`config.mk`:
```
export PLATFORM = sky130hd
export DESIGN_NAME = flash_host_ctrl
export DESIGN_NICKNAME = d
export VERILOG_FILES = /design/src/flash_host_pkg.sv /design/src/flash_bus_cycle.sv /design/src/flash_host_ctrl.sv
export VERILOG_INCLUDE_DIRS = /design/src
export SDC_FILE = /design/constraint.sdc
export NUM_CORES = 1
export LEC_CHECK = 0
export ABC_AREA = 1
export BUFFER_PORTS_ARGS = -buffer_cell sky130_fd_sc_hd__buf_2
export CAP_MARGIN = 20
export CORE_MARGIN = 8
export CORE_UTILIZATION = 45
export CTS_CLUSTER_SIZE = 8
export DETAILED_ROUTE_END_ITERATION = 6
export GPL_ROUTABILITY_DRIVEN = 0
export PLACE_DENSITY = 0.65
export SLEW_MARGIN = 20
export SYNTH_ARGS = -nofsm -noshare
export SYNTH_HDL_FRONTEND = slang
export SYNTH_SLANG_ARGS = --single-unit
```
`constraint.sdc`:
```
create_clock -name clk -period 1.51 [get_ports clk]
set_input_delay 0.3775 -clock clk [delete_from_list [all_inputs] [get_ports clk]]
set_output_delay 0.3775 -clock clk [all_outputs]
set_load 0.005 [all_outputs]
```
`src/flash_host_map.svh`:
```
`ifndef FLASH_HOST_MAP_SVH
`define FLASH_HOST_MAP_SVH

// Register byte offsets on the Avalon slave
`define REG_CTRL 5'h00
`define REG_ADDR 5'h04
`define REG_DATA 5'h08
`define REG_CMD 5'h0C
`define REG_STATUS 5'h10
`define REG_RDATA 5'h14

// Field positions
`define CTRL_BYTE_BIT 0
`define CTRL_RESET_BIT 1
`define STAT_BUSY_BIT 0
`define STAT_WINDOW_BIT 1
`define STAT_REJECT_BIT 2
`define STAT_RESET_BIT 3
`define STAT_READY_BIT 4

// Unlock addresses, word and byte mode
`define UNLOCK1_WORD 20'h00555
`define UNLOCK2_WORD 20'h002AA
`define UNLOCK1_BYTE 20'h00AAA
`define UNLOCK2_BYTE 20'h00555

// Command data codes
`define CODE_UNLOCK1 16'h00AA
`define CODE_UNLOCK2 16'h0055
`define CODE_ERASE_SETUP 16'h0080
`define CODE_SECTOR_ERASE 16'h0030
`define CODE_PROGRAM 16'h00A0
`define CODE_EXIT_SETUP 16'h0090
`define CODE_EXIT_FINAL 16'h0000
`define CODE_SUSPEND 16'h00B0
`define CODE_RESUME 16'h0030
`define CODE_RESET 16'h00F0

// Last step index of each sequence
`define LAST_ERASE 3'h5
`define LAST_PROGRAM 3'h3
`define LAST_EXIT 3'h3
`define LAST_SINGLE 3'h0

// Timing
`define CLK_MHZ 25
`define WINDOW_US 50
`define WINDOW_CYC (`WINDOW_US * `CLK_MHZ)
`define WINDOW_MARGIN 11'h010
`define CYC_SETUP 4'h2
`define CYC_PULSE 4'h5
`define CYC_HOLD 4'h2

`endif

```
`src/flash_host_pkg.sv`:
```
package flash_host_pkg;

	typedef enum logic [3:0] {
		OP_NONE = 4'b0000,
		OP_READ = 4'b0001,
		OP_PROGRAM = 4'b0010,
		OP_ERASE = 4'b0011,
		OP_ADD_SECTOR = 4'b0100,
		OP_SUSPEND = 4'b0101,
		OP_RESUME = 4'b0110,
		OP_RESET = 4'b0111,
		OP_EXIT_SECURED = 4'b1000
	} op_type;

	typedef enum logic [1:0] {
		CYC_IDLE = 2'b00,
		CYC_SETUP = 2'b01,
		CYC_PULSE = 2'b10,
		CYC_HOLD = 2'b11
	} cyc_state_type;

	typedef enum logic [1:0] {
		SEQ_IDLE = 2'b00,
		SEQ_ISSUE = 2'b01,
		SEQ_WAIT = 2'b10
	} seq_state_type;

	typedef struct packed {
		logic ce_n;
		logic we_n;
		logic oe_n;
		logic [19:0] addr;
		logic [15:0] dq_out;
		logic dq_oe;
	} flash_out_type;

	typedef struct packed {
		logic [19:0] addr;
		logic [15:0] data;
		logic is_write;
	} cycle_req_type;

endpackage : flash_host_pkg

```
`src/flash_bus_cycle.sv`:
```
`timescale 1ns/100ps
`default_nettype none
`include "flash_host_map.svh"

module flash_bus_cycle (
	input wire logic clk,
	input wire logic reset,
	input wire logic start,
	input wire logic abort,
	input wire flash_host_pkg::cycle_req_type req,
	input wire logic [15:0] dq_in_sync,
	output var flash_host_pkg::flash_out_type pins,
	output var logic done,
	output var logic [15:0] rdata
);
	import flash_host_pkg::*;

	typedef struct packed {
		cyc_state_type st;
		logic [3:0] cnt;
		logic wr;
		flash_out_type pins;
		logic done;
		logic [15:0] rdata;
	} cyc_reg_type;

	cyc_reg_type q;
	cyc_reg_type n;

	always_comb begin
		n = q;
		n.done = 1'b0;
		case (q.st)
			CYC_IDLE: begin
				if (start && !abort) begin
					// Address stands before the strobe falls, so it is latched on that edge
					n.pins.addr = req.addr;
					n.pins.dq_out = req.data;
					n.pins.dq_oe = req.is_write;
					n.pins.ce_n = 1'b0;
					n.wr = req.is_write;
					n.cnt = `CYC_SETUP - 4'h1;
					n.st = CYC_SETUP;
				end
			end
			CYC_SETUP: begin
				if (q.cnt == 4'h0) begin
					n.pins.we_n = !q.wr;
					n.pins.oe_n = q.wr;
					n.cnt = `CYC_PULSE - 4'h1;
					n.st = CYC_PULSE;
				end else begin
					n.cnt = q.cnt - 4'h1;
				end
			end
			CYC_PULSE: begin
				if (q.cnt == 4'h0) begin
					n.rdata = dq_in_sync;
					n.pins.we_n = 1'b1;
					n.pins.oe_n = 1'b1;
					n.cnt = `CYC_HOLD - 4'h1;
					n.st = CYC_HOLD;
				end else begin
					n.cnt = q.cnt - 4'h1;
				end
			end
			CYC_HOLD: begin
				// Data kept driven past the rising strobe for the hold time
				if (q.cnt == 4'h0) begin
					n.pins.ce_n = 1'b1;
					n.pins.dq_oe = 1'b0;
					n.done = 1'b1;
					n.st = CYC_IDLE;
				end else begin
					n.cnt = q.cnt - 4'h1;
				end
			end
			default: n.st = CYC_IDLE;
		endcase
		if (abort) begin
			n.st = CYC_IDLE;
			n.pins.ce_n = 1'b1;
			n.pins.we_n = 1'b1;
			n.pins.oe_n = 1'b1;
			n.pins.dq_oe = 1'b0;
			n.done = 1'b0;
		end
	end

	always_ff @(posedge clk) begin
		if (reset) begin
			q <= '0;
			q.pins.ce_n <= 1'b1;
			q.pins.we_n <= 1'b1;
			q.pins.oe_n <= 1'b1;
		end else begin
			q <= n;
		end
	end

	assign pins = q.pins;
	assign done = q.done;
	assign rdata = q.rdata;

	// Strobe pulse width is five cycles, matching the pulse count
	// An abort cuts the strobe short on purpose
	write_pulse_a: assert property (@(posedge clk) disable iff (reset || abort)
		($fell(q.pins.we_n) && !abort) |-> (!q.pins.we_n && !q.pins.ce_n)[*5] ##1 q.pins.we_n)
		else $error("write strobe width wrong");

endmodule : flash_bus_cycle
`default_nettype wire

```
`src/flash_host_ctrl.sv`:
```
// How it works
// - Sector erase: six writes ending sector/30.
// - Byte mode swaps unlock addresses to AAA/555.
// - Extra entries spaced under 50 us.
// - Erase writes go out without pause.
// - Other writes except suspend in window abort; host refuses them.
// - Hardware reset aborts; host then resequences.
// - Secured exit: unlock, unlock, 90, 00.
`timescale 1ns/100ps
`default_nettype none
`include "flash_host_map.svh"

module flash_host_ctrl (
	input wire logic clk,
	input wire logic reset,
	input wire logic [4:0] avs_address,
	input wire logic avs_read,
	input wire logic avs_write,
	input wire logic [31:0] avs_writedata,
	input wire logic [3:0] avs_byteenable,
	output var logic [31:0] avs_readdata,
	output var logic avs_waitrequest,
	output var flash_host_pkg::flash_out_type flash,
	input wire logic [15:0] flash_dq_in,
	input wire logic ready_busy_n,
	output var logic flash_reset_n,
	output var logic flash_byte_n
);
	import flash_host_pkg::*;

	typedef struct packed {
		seq_state_type st;
		op_type op;
		logic [2:0] step;
		logic byte_mode;
		logic rst_req;
		logic [19:0] addr;
		logic [15:0] data;
		logic [15:0] rdata;
		logic [10:0] win_cnt;
		logic win_open;
		logic rejected;
		logic waitreq;
		logic [31:0] rd;
		logic start;
		cycle_req_type req;
		logic [15:0] dq_s1;
		logic [15:0] dq_s2;
		logic rb_s1;
		logic rb_s2;
	} ctrl_reg_type;

	ctrl_reg_type q;
	ctrl_reg_type n;
	logic cyc_done;
	logic [15:0] cyc_rdata;

	function automatic logic [2:0] last_step(input op_type op);
		case (op)
			OP_ERASE: last_step = `LAST_ERASE;
			OP_PROGRAM: last_step = `LAST_PROGRAM;
			OP_EXIT_SECURED: last_step = `LAST_EXIT;
			default: last_step = `LAST_SINGLE;
		endcase
	endfunction : last_step

	function automatic cycle_req_type step_req(input op_type op, input logic [2:0] idx,
			input logic bmode, input logic [19:0] a, input logic [15:0] d);
		logic [19:0] u1;
		logic [19:0] u2;
		logic [15:0] setup;
		u1 = bmode ? `UNLOCK1_BYTE : `UNLOCK1_WORD;
		u2 = bmode ? `UNLOCK2_BYTE : `UNLOCK2_WORD;
		setup = (op == OP_ERASE) ? `CODE_ERASE_SETUP :
			(op == OP_PROGRAM) ? `CODE_PROGRAM : `CODE_EXIT_SETUP;
		step_req = '{addr: 20'h00000, data: 16'h0000, is_write: 1'b1};
		if (idx != last_step(op)) begin
			case (idx)
				3'h0, 3'h3: step_req = '{addr: u1, data: `CODE_UNLOCK1, is_write: 1'b1};
				3'h1, 3'h4: step_req = '{addr: u2, data: `CODE_UNLOCK2, is_write: 1'b1};
				default: step_req = '{addr: u1, data: setup, is_write: 1'b1};
			endcase
		end else begin
			case (op)
				OP_ERASE, OP_ADD_SECTOR: step_req.addr = a;
				OP_PROGRAM, OP_READ: step_req.addr = a;
				default: step_req.addr = 20'h00000;
			endcase
			case (op)
				OP_ERASE, OP_ADD_SECTOR: step_req.data = `CODE_SECTOR_ERASE;
				OP_PROGRAM: step_req.data = d;
				OP_EXIT_SECURED: step_req.data = `CODE_EXIT_FINAL;
				OP_SUSPEND: step_req.data = `CODE_SUSPEND;
				OP_RESUME: step_req.data = `CODE_RESUME;
				OP_RESET: step_req.data = `CODE_RESET;
				default: step_req.data = 16'h0000;
			endcase
			step_req.is_write = (op != OP_READ);
		end
	endfunction : step_req

	logic [31:0] wmask;
	logic [31:0] wd;
	logic reg_wr;
	logic cmd_ok;
	logic reject_set;
	op_type new_op;

	always_comb begin
		n = q;
		n.start = 1'b0;
		n.dq_s1 = flash_dq_in;
		n.dq_s2 = q.dq_s1;
		n.rb_s1 = ready_busy_n;
		n.rb_s2 = q.rb_s1;
		wmask = {{8{avs_byteenable[3]}}, {8{avs_byteenable[2]}},
			{8{avs_byteenable[1]}}, {8{avs_byteenable[0]}}};
		wd = avs_writedata & wmask;
		// Write takes effect on the edge where waitrequest is seen low
		reg_wr = avs_write && !q.waitreq;
		new_op = op_type'(wd[3:0]);
		reject_set = 1'b0;
		cmd_ok = 1'b0;

		// Window timer; host-side copy of the acceptance window
		if (q.win_open) begin
			if (q.win_cnt == 11'h000) begin
				n.win_open = 1'b0;
			end else begin
				n.win_cnt = q.win_cnt - 11'h001;
			end
		end

		case (q.st)
			SEQ_ISSUE: begin
				n.start = 1'b1;
				n.req = step_req(q.op, q.step, q.byte_mode, q.addr, q.data);
				n.st = SEQ_WAIT;
			end
			SEQ_WAIT: begin
				if (cyc_done) begin
					if (q.op == OP_READ) begin
						n.rdata = cyc_rdata;
					end
					if (q.step == last_step(q.op)) begin
						n.st = SEQ_IDLE;
						if (q.op == OP_ERASE || q.op == OP_ADD_SECTOR) begin
							n.win_cnt = 11'(`WINDOW_CYC);
							n.win_open = 1'b1;
						end
						if (q.op == OP_SUSPEND) begin
							n.win_open = 1'b0;
						end
					end else begin
						// Next erase write follows at once, keeping the window tight
						n.step = 3'(q.step + 3'h1);
						n.st = SEQ_ISSUE;
					end
				end
			end
			default: n.st = SEQ_IDLE;
		endcase

		if (reg_wr) begin
			case (avs_address)
				`REG_CTRL: begin
					n.byte_mode = wd[`CTRL_BYTE_BIT];
					n.rst_req = wd[`CTRL_RESET_BIT];
				end
				`REG_ADDR: n.addr = wd[19:0];
				`REG_DATA: n.data = wd[15:0];
				`REG_CMD: begin
					if (q.st != SEQ_IDLE || q.rst_req || new_op == OP_NONE) begin
						cmd_ok = 1'b0;
					end else if (new_op == OP_ADD_SECTOR) begin
						// Late entries refused: the device may already be erasing
						cmd_ok = q.win_open && (q.win_cnt > `WINDOW_MARGIN);
					end else if (q.win_open) begin
						cmd_ok = (new_op == OP_SUSPEND);
					end else begin
						cmd_ok = (new_op <= OP_EXIT_SECURED);
					end
					reject_set = !cmd_ok;
					if (cmd_ok) begin
						n.op = new_op;
						n.step = 3'h0;
						n.st = SEQ_ISSUE;
					end
				end
				default: ;
			endcase
		end

		// Set wins over the write-one clear
		n.rejected = (q.rejected && !(reg_wr && avs_address == `REG_STATUS &&
			wd[`STAT_REJECT_BIT])) || reject_set;

		if (q.rst_req) begin
			n.st = SEQ_IDLE;
			n.win_open = 1'b0;
		end

		n.waitreq = !((avs_read || avs_write) && q.waitreq);
		case (avs_address)
			`REG_CTRL: n.rd = {30'h0, q.rst_req, q.byte_mode};
			`REG_ADDR: n.rd = {12'h000, q.addr};
			`REG_DATA: n.rd = {16'h0000, q.data};
			`REG_CMD: n.rd = {28'h0000000, q.op};
			`REG_STATUS: n.rd = {27'h0, q.rb_s2, q.rst_req, q.rejected, q.win_open,
				q.st != SEQ_IDLE};
			`REG_RDATA: n.rd = {16'h0000, q.rdata};
			default: n.rd = 32'h00000000;
		endcase
	end

	always_ff @(posedge clk) begin
		if (reset) begin
			q <= '0;
			q.waitreq <= 1'b1;
			// Busy pin idles high; a zero here would read as busy after reset
			q.rb_s1 <= 1'b1;
			q.rb_s2 <= 1'b1;
		end else begin
			q <= n;
		end
	end

	flash_bus_cycle cycle_unit (
		.clk(clk),
		.reset(reset),
		.start(q.start),
		.abort(q.rst_req),
		.req(q.req),
		.dq_in_sync(q.dq_s2),
		.pins(flash),
		.done(cyc_done),
		.rdata(cyc_rdata)
	);

	assign avs_readdata = q.rd;
	assign avs_waitrequest = q.waitreq;
	assign flash_reset_n = !q.rst_req;
	assign flash_byte_n = !q.byte_mode;

	erase_final_a: assert property (@(posedge clk) disable iff (reset)
		(q.start && q.op == OP_ERASE && q.step == `LAST_ERASE) |->
		(q.req.addr == q.addr && q.req.data == `CODE_SECTOR_ERASE && q.req.is_write))
		else $error("erase final write wrong");

	erase_setup_a: assert property (@(posedge clk) disable iff (reset)
		(q.start && q.op == OP_ERASE && q.step == 3'h2) |->
		q.req.data == `CODE_ERASE_SETUP)
		else $error("erase setup code wrong");

	unlock_addr_a: assert property (@(posedge clk) disable iff (reset)
		(q.start && q.step == 3'h1 && q.op inside {OP_ERASE, OP_PROGRAM, OP_EXIT_SECURED}) |->
		q.req.addr == (q.byte_mode ? `UNLOCK2_BYTE : `UNLOCK2_WORD))
		else $error("second unlock address wrong");

	entry_in_window_a: assert property (@(posedge clk) disable iff (reset)
		(q.start && q.op == OP_ADD_SECTOR) |-> q.win_open)
		else $error("sector entry outside window");

	erase_burst_a: assert property (@(posedge clk) disable iff (reset)
		(cyc_done && q.op == OP_ERASE && q.step != `LAST_ERASE && !q.rst_req) |->
		##2 q.start)
		else $error("erase writes not back to back");

	window_guard_a: assert property (@(posedge clk) disable iff (reset)
		(q.start && q.win_open) |-> q.op inside {OP_ADD_SECTOR, OP_SUSPEND})
		else $error("foreign write inside window");

	reset_abort_a: assert property (@(posedge clk) disable iff (reset)
		q.rst_req |-> (!flash_reset_n ##1 (q.st == SEQ_IDLE && !q.win_open && flash.ce_n)))
		else $error("reset did not abort");

	exit_seq_a: assert property (@(posedge clk) disable iff (reset)
		(q.start && q.op == OP_EXIT_SECURED && q.step == `LAST_EXIT) |->
		(q.req.data == `CODE_EXIT_FINAL && $past(q.req.data, 9) == `CODE_EXIT_SETUP))
		else $error("secured exit sequence wrong");

endmodule : flash_host_ctrl
`default_nettype wire

```
# After elaboration in Yosys (flattened, before gate mapping)
# Index checks and enable logic that the tools add are counted.
# op_classes
add_sub_neg,3
magnitude_cmp,2
n_eq_ne,31
muxes,56
bitwise_logic,2
reduce_logical,46
# op_table
cell,count
$pmux W20 S6,1
$mux W12,6
$pmux W16 S4,1
$pmux W29 S2,1
$mux W47,1
$mux W20,2
$mux W38,1
$mux W37,1
$eq A4 B3 Y1 const B,6
$pmux W6 S4,1
$mux W11,2
$and A20 B20 Y20,1
$mux W3,6
$mux W9,2
$mux W16,1
$mux W2,7
$mux W1,12
$mux W4,3
$mux W6,2
$reduce_and A2 Y1,6
$reduce_and A3 Y1,4
$gt A11 B5 Y1 const B,1
$logic_not A11 Y1,1
$sub A11 B1 Y11 const B,1
other kinds (36),70
# totals
reg_bits,245
out_inout_bits,75

# Depth between registers and ports, before layout
# logic_depth
depth_word,12
ltp_mapped,12

# Hierarchy
# A second synthesis with hierarchy kept.
# hier_totals
hier_cells,1384
area_unflattened_um2,10221.1
# by_module_without_submodules
module,instances,cells_each,area_each_um2,seq_area_each_um2
flash_host_ctrl,1,997,7255.7,3383.2
flash_bus_cycle,1,387,2965.3,1281.2

# Worst setup path after synthesis
# Ideal clock, no wire load.
# synth_path
path_kind,reg2reg
startpoint,reg q[180] (netlist name)
endpoint,reg q[50] (netlist name)
setup_time_ns,0.077
arrival_time_ns,1.538
setup_slack_ns,-0.105
path_stages_with_launch,9
n_path_buf,2
period_less_slack_ns,1.615
path_cell_list,dfxtp_1 inv_1 ha_1 clkbuf_1 inv_2 nor2_1 clkbuf_1 nand2_1 o21ai_0
# synth_via
elab_chain_len,1
# synth_rtl
item,line_no,source
"start, declared",flash_host_ctrl.sv:53,ctrl_reg_type q;
"start signal, assigned",flash_host_ctrl.sv:224,q <= n;
$eq A2 B1 Y1,flash_host_ctrl.sv:134,case (q.st)
# Every way passes these cells.
# A chain may end at the register's enable or synchronous reset.

# Worst setup path in the final report
# layout_path
startpoint,reg q[175] (netlist name)
endpoint,reg q[41] (netlist name)
# layout_via
elab_chain_len,6
elab_cells_between_ends,14
cone_classes,eq/ne: 8; mux: 4; reduce/logical: 2
# layout_rtl
item,line_no,source
$eq A4 B2 Y1 / $eq A4 B4 Y1 (equally long branches),"flash_host_ctrl.sv:59, flash_host_ctrl.sv:89",
$reduce_or A2 Y1 (no source line),--,
$pmux W3 S2,flash_host_ctrl.sv:59,case (op)
$mux W3,flash_host_ctrl.sv:134,
$ne A3 B3 Y1,flash_host_ctrl.sv:77,if (idx != last_step(op)) begin
$mux W37 *,flash_host_ctrl.sv:77,
# Mark *: on every way between the ends. The rest lies on a longest branch, timed or not. The select of a mux whose other input is x is not followed.

==> results.json <==
{
  "required_ns": 1.90,
  "synthCells": 1350,
  "synth_seq_cells": 233,
  "vias": 8925,
  "period_minus_slack_ns": 1.602,
  "avgViaCountPerCell": 4.958,
  "synth_xor_area_share_pct": 0.3518,
  "synth_compound_area_share_pct": 14.49,
  "worstPathCellList": "nor2_4, nand3_4, nand2_1, nand2_1, nand2_2, nand3_4, nand2_4, nand2_4, o21bai_1, inv_1",
  "seqCellArea_um2": 4692,
  "grt_pass1_vias": 8121,
  "worstSetupPathType": "flop to flop",
  "syn-cell-area_um2": 9957,
  "rr_endpoint": "q[41]",
  "cts_max_level": 2,
  "grt_pass1_wl_um": 39450,
  "synthMuxAreaShare_pct": 0,
  "die_x_um": 164.8,
  "hold_viol": 0,
  "drt_iter0_markers": 477,
  "use_met1_pct": 22.48,
  "multi_input_area_um2": 4614,
  "arrival_ns": 1.99,
  "tightest_slew_ns": 0.5160,
  "gr-total-overflow": 0,
  "hold_buffers": 0,
  "synth_top_family_by_area": "simple AND/OR/NAND/NOR gates",
  "worstHoldEndpoint": "n[0]",
  "cts_buffers": 35,
  "reg2reg_from": "q[175]",
  "pre_cts_ws_ns": -0.1459,
  "rows": 54,
  "fmax_ghz": 0.6241,
  "drc": 0,
  "io_buffers": 111,
  "grt_util_met2_pct": 28.89,
  "synth.avg_cell_area_um2": 7.376,
  "worstHoldPathCells": 2,
  "startpoint_type": "flop",
  "reg2reg_depth": 10,
  "hold_start": "ready_busy_n",
  "ioPinCount": 137,
  "rsz0062_at_grt": "yes",
  "synthDistinctLibCells": 37,
  "die_area_um2": 27140,
  "fin_ws_ns": -0.09224,
  "synth_warnings": 0,
  "drive_above_1_share_pct": 31.93,
  "ant_nets": 0,
  "final-setup-viol-count": 55,
  "status": "finished, violations left",
  "busiest_layer": "met2",
  "design.core.area_um2": 21760,
  "max_slew_margin_pct": 65.52,
  "yosys.area_share.simple_pct": 21.26,
  "clk_latency_ns": 0.50,
  "grt_use_met3_pct": 3.614,
  "finalClockSkew_ns": 0.01535,
  "critPathMaxFanout": 8,
  "slew_violations": 0,
  "start_util_pct": 45.77,
  "maxCapViolations": 0,
  "clockBufferDepth": 3,
  "syn_to_final_growth_pct": 33.06,
  "grt_max_degree": 56,
  "critical_path.endpoint_type": "flop",
  "first_pass_iters": 5,
  "vdd_ir_drop_max_mv": 1.036,
  "wl_um": 26080,
  "p_leak_nw": 5.780,
  "yosysSeqAreaShare_pct": 46.85,
  "crit_start": "q[175]",
  "grt.total_usage_pct": 17.72,
  "slowest_delay_ns": 0.36,
  "power.density_nw_per_um2": 1146,
  "hold_path.class": "primary input to flop",
  "antenna_found_initial": 2,
  "die_y_um": 164.8,
  "num-fill-cells": 1909,
  "violations": "negative setup slack",
  "wire_per_inst_um": 14.49,
  "power.total_mw": 15.18,
  "crit_slowest_cell": "dfxtp_4",
  "r2r_setup_slack_ns": -0.09,
  "cts_tree": "yes",
  "cts_sinks": 233,
  "clkTransAtPathRegs_ns": 0.05,
  "dp_hpwl_um": 17450,
  "post-route-period-util_pct": 106.1,
  "layout.nets": 1591,
  "synth_fa_ha_area_share_pct": 1.634,
  "root_buffer": "clkbuf_16"
}
[stage by stage]
stage	hold WS [ns]	TNS [ns]	utilization [%]	area [um2]	cells
2_1_floorplan	0.3883	-0.1108	-	10050	1361
3_3_place_gp	0.3929	-5.029	50.91	11080	1722
3_5_place_dp	0.3944	-9.951	50.91	11080	1722
4_1_cts	0.05491	-0.6372	56.74	12340	1771
5_1_grt	0.06701	-9.303	60.90	13250	1800
6_report	0.06604	-2.015	60.90	13250	1800
[sequential cells by signal, summed over array words and instances, names as in the netlist]
| name | flops |
|---|---|
| q | 131 |
| avs_waitrequest | 1 |
| cycle_unit.rdata | 16 |
| n | 17 |
| avs_readdata | 20 |
| cycle_unit.q | 7 |
| cycle_unit.done | 1 |
| cycle_unit.pins | 40 |
[layout make-up]
type / count / share of cell area, %
diodes: 1 / 0.01889
clock buffers: 37 / 6.828
clock inverters: 3 / 0.2550
inverters: 197 / 5.628
multi-input cells: 799 / 34.83
flip-flops and latches: 233 / 35.41
well taps: 280 / 2.644
repair buffers: 250 / 14.38
[routing by layer]
| metal | wire length [um] | vias to the layer above |
|---|---|---|
| met5 | 10 | - |
| met4 | 918 | 2 |
| met3 | 1518 | 65 |
| met2 | 12250 | 226 |
| met1 | 11380 | 4071 |
| li1 | - | 4561 |
[synthesized netlist by cell type (all sizes together)]
cell / n / area share, %
dfxtp: 233 / 47
nand2: 217 / 8.3
inv: 193 / 7.3
nor2: 147 / 5.7
a21oi: 126 / 6.3
o21ai: 112 / 5.6
nand3: 91 / 4.7
buf: 90 / 6.3
clkbuf: 44 / 1.7
nand4: 25 / 1.6
ha: 13 / 1.6
nor3: 9 / 0.50
o22ai: 8 / 0.50
o211ai: 7 / 0.53
o221ai: 7 / 0.62
a211oi: 4 / 0.30
clkinv: 4 / 0.15
or2: 4 / 0.25
a31oi: 3 / 0.19
xor2: 3 / 0.26
nand3b: 2 / 0.15
o21bai: 2 / 0.15
a22oi: 1 / 0.075
a41oi: 1 / 0.088
and2: 1 / 0.063
conb: 1 / 0.038
o31ai: 1 / 0.075
xnor2: 1 / 0.088
[power by group]
group	total [mW]	internal (mW)	switching (mW)
clock network	6.75	4.20	2.55
registers	6.36	6.28	0.0760
logic	2.08	0.964	1.11
total	15.2	11.4	3.74
[how the worst max path moves through the flow]
stage / endpoint / slack [ns] / depth (start not counted)
4_1_cts: q[69] / -0.06 / 10
3_3_place_gp: q[178] / -0.10 / 9
3_5_place_dp: cycle_unit.rdata[7] / -0.15 / 8
6_report: q[41] / -0.09 / 10
5_1_grt: q[69] / -0.18 / 10
2_1_floorplan: q[165] / -0.02 / 8
[timing repair]
action / CTS / global route
gates cloned: 1 / 8
setup endpoints to repair: 83 / 113
hold endpoints to repair: 0 / 0
buffers inserted: 9 / 20
gates resized for setup: 84 / 190
pin swaps: 27 / 61
[worst max-delay path: cells and delay by family, from the launching register on]
kind | cells | cell delay, ns
buf+inv | 1 | 0.05
flops | 1 | 0.36
simple gates | 8 | 0.93
compound gates | 1 | 0.14
[cells by family after synthesis]
| family | count (synthesis) |
|---|---|
| other | 1 |
| AND/OR/NAND/NOR | 496 |
| buffers and inverters | 331 |
| adder cells (fa/ha/maj) | 13 |
| AO/OA/AOI/OAI | 272 |
| XOR/XNOR | 4 |
| flip-flops | 233 |
[layout by cell type, fill, tap and decap left out, drive strengths merged]
master	n
buf	247
dfxtp	233
nand2	219
inv	195
nor2	147
a21oi	126
o21ai	112
nand3	91
clkbuf	40
nand4	25
ha	13
conb	12
nor3	9
o22ai	8
o211ai	7
o221ai	7
clkinv	5
a211oi	4
or2	4
a31oi	3
xor2	3
nand3b	2
o21bai	2
diode	1
and2	1
a41oi	1
a22oi	1
o31ai	1
xnor2	1
(Power assumes the default switching activity.)
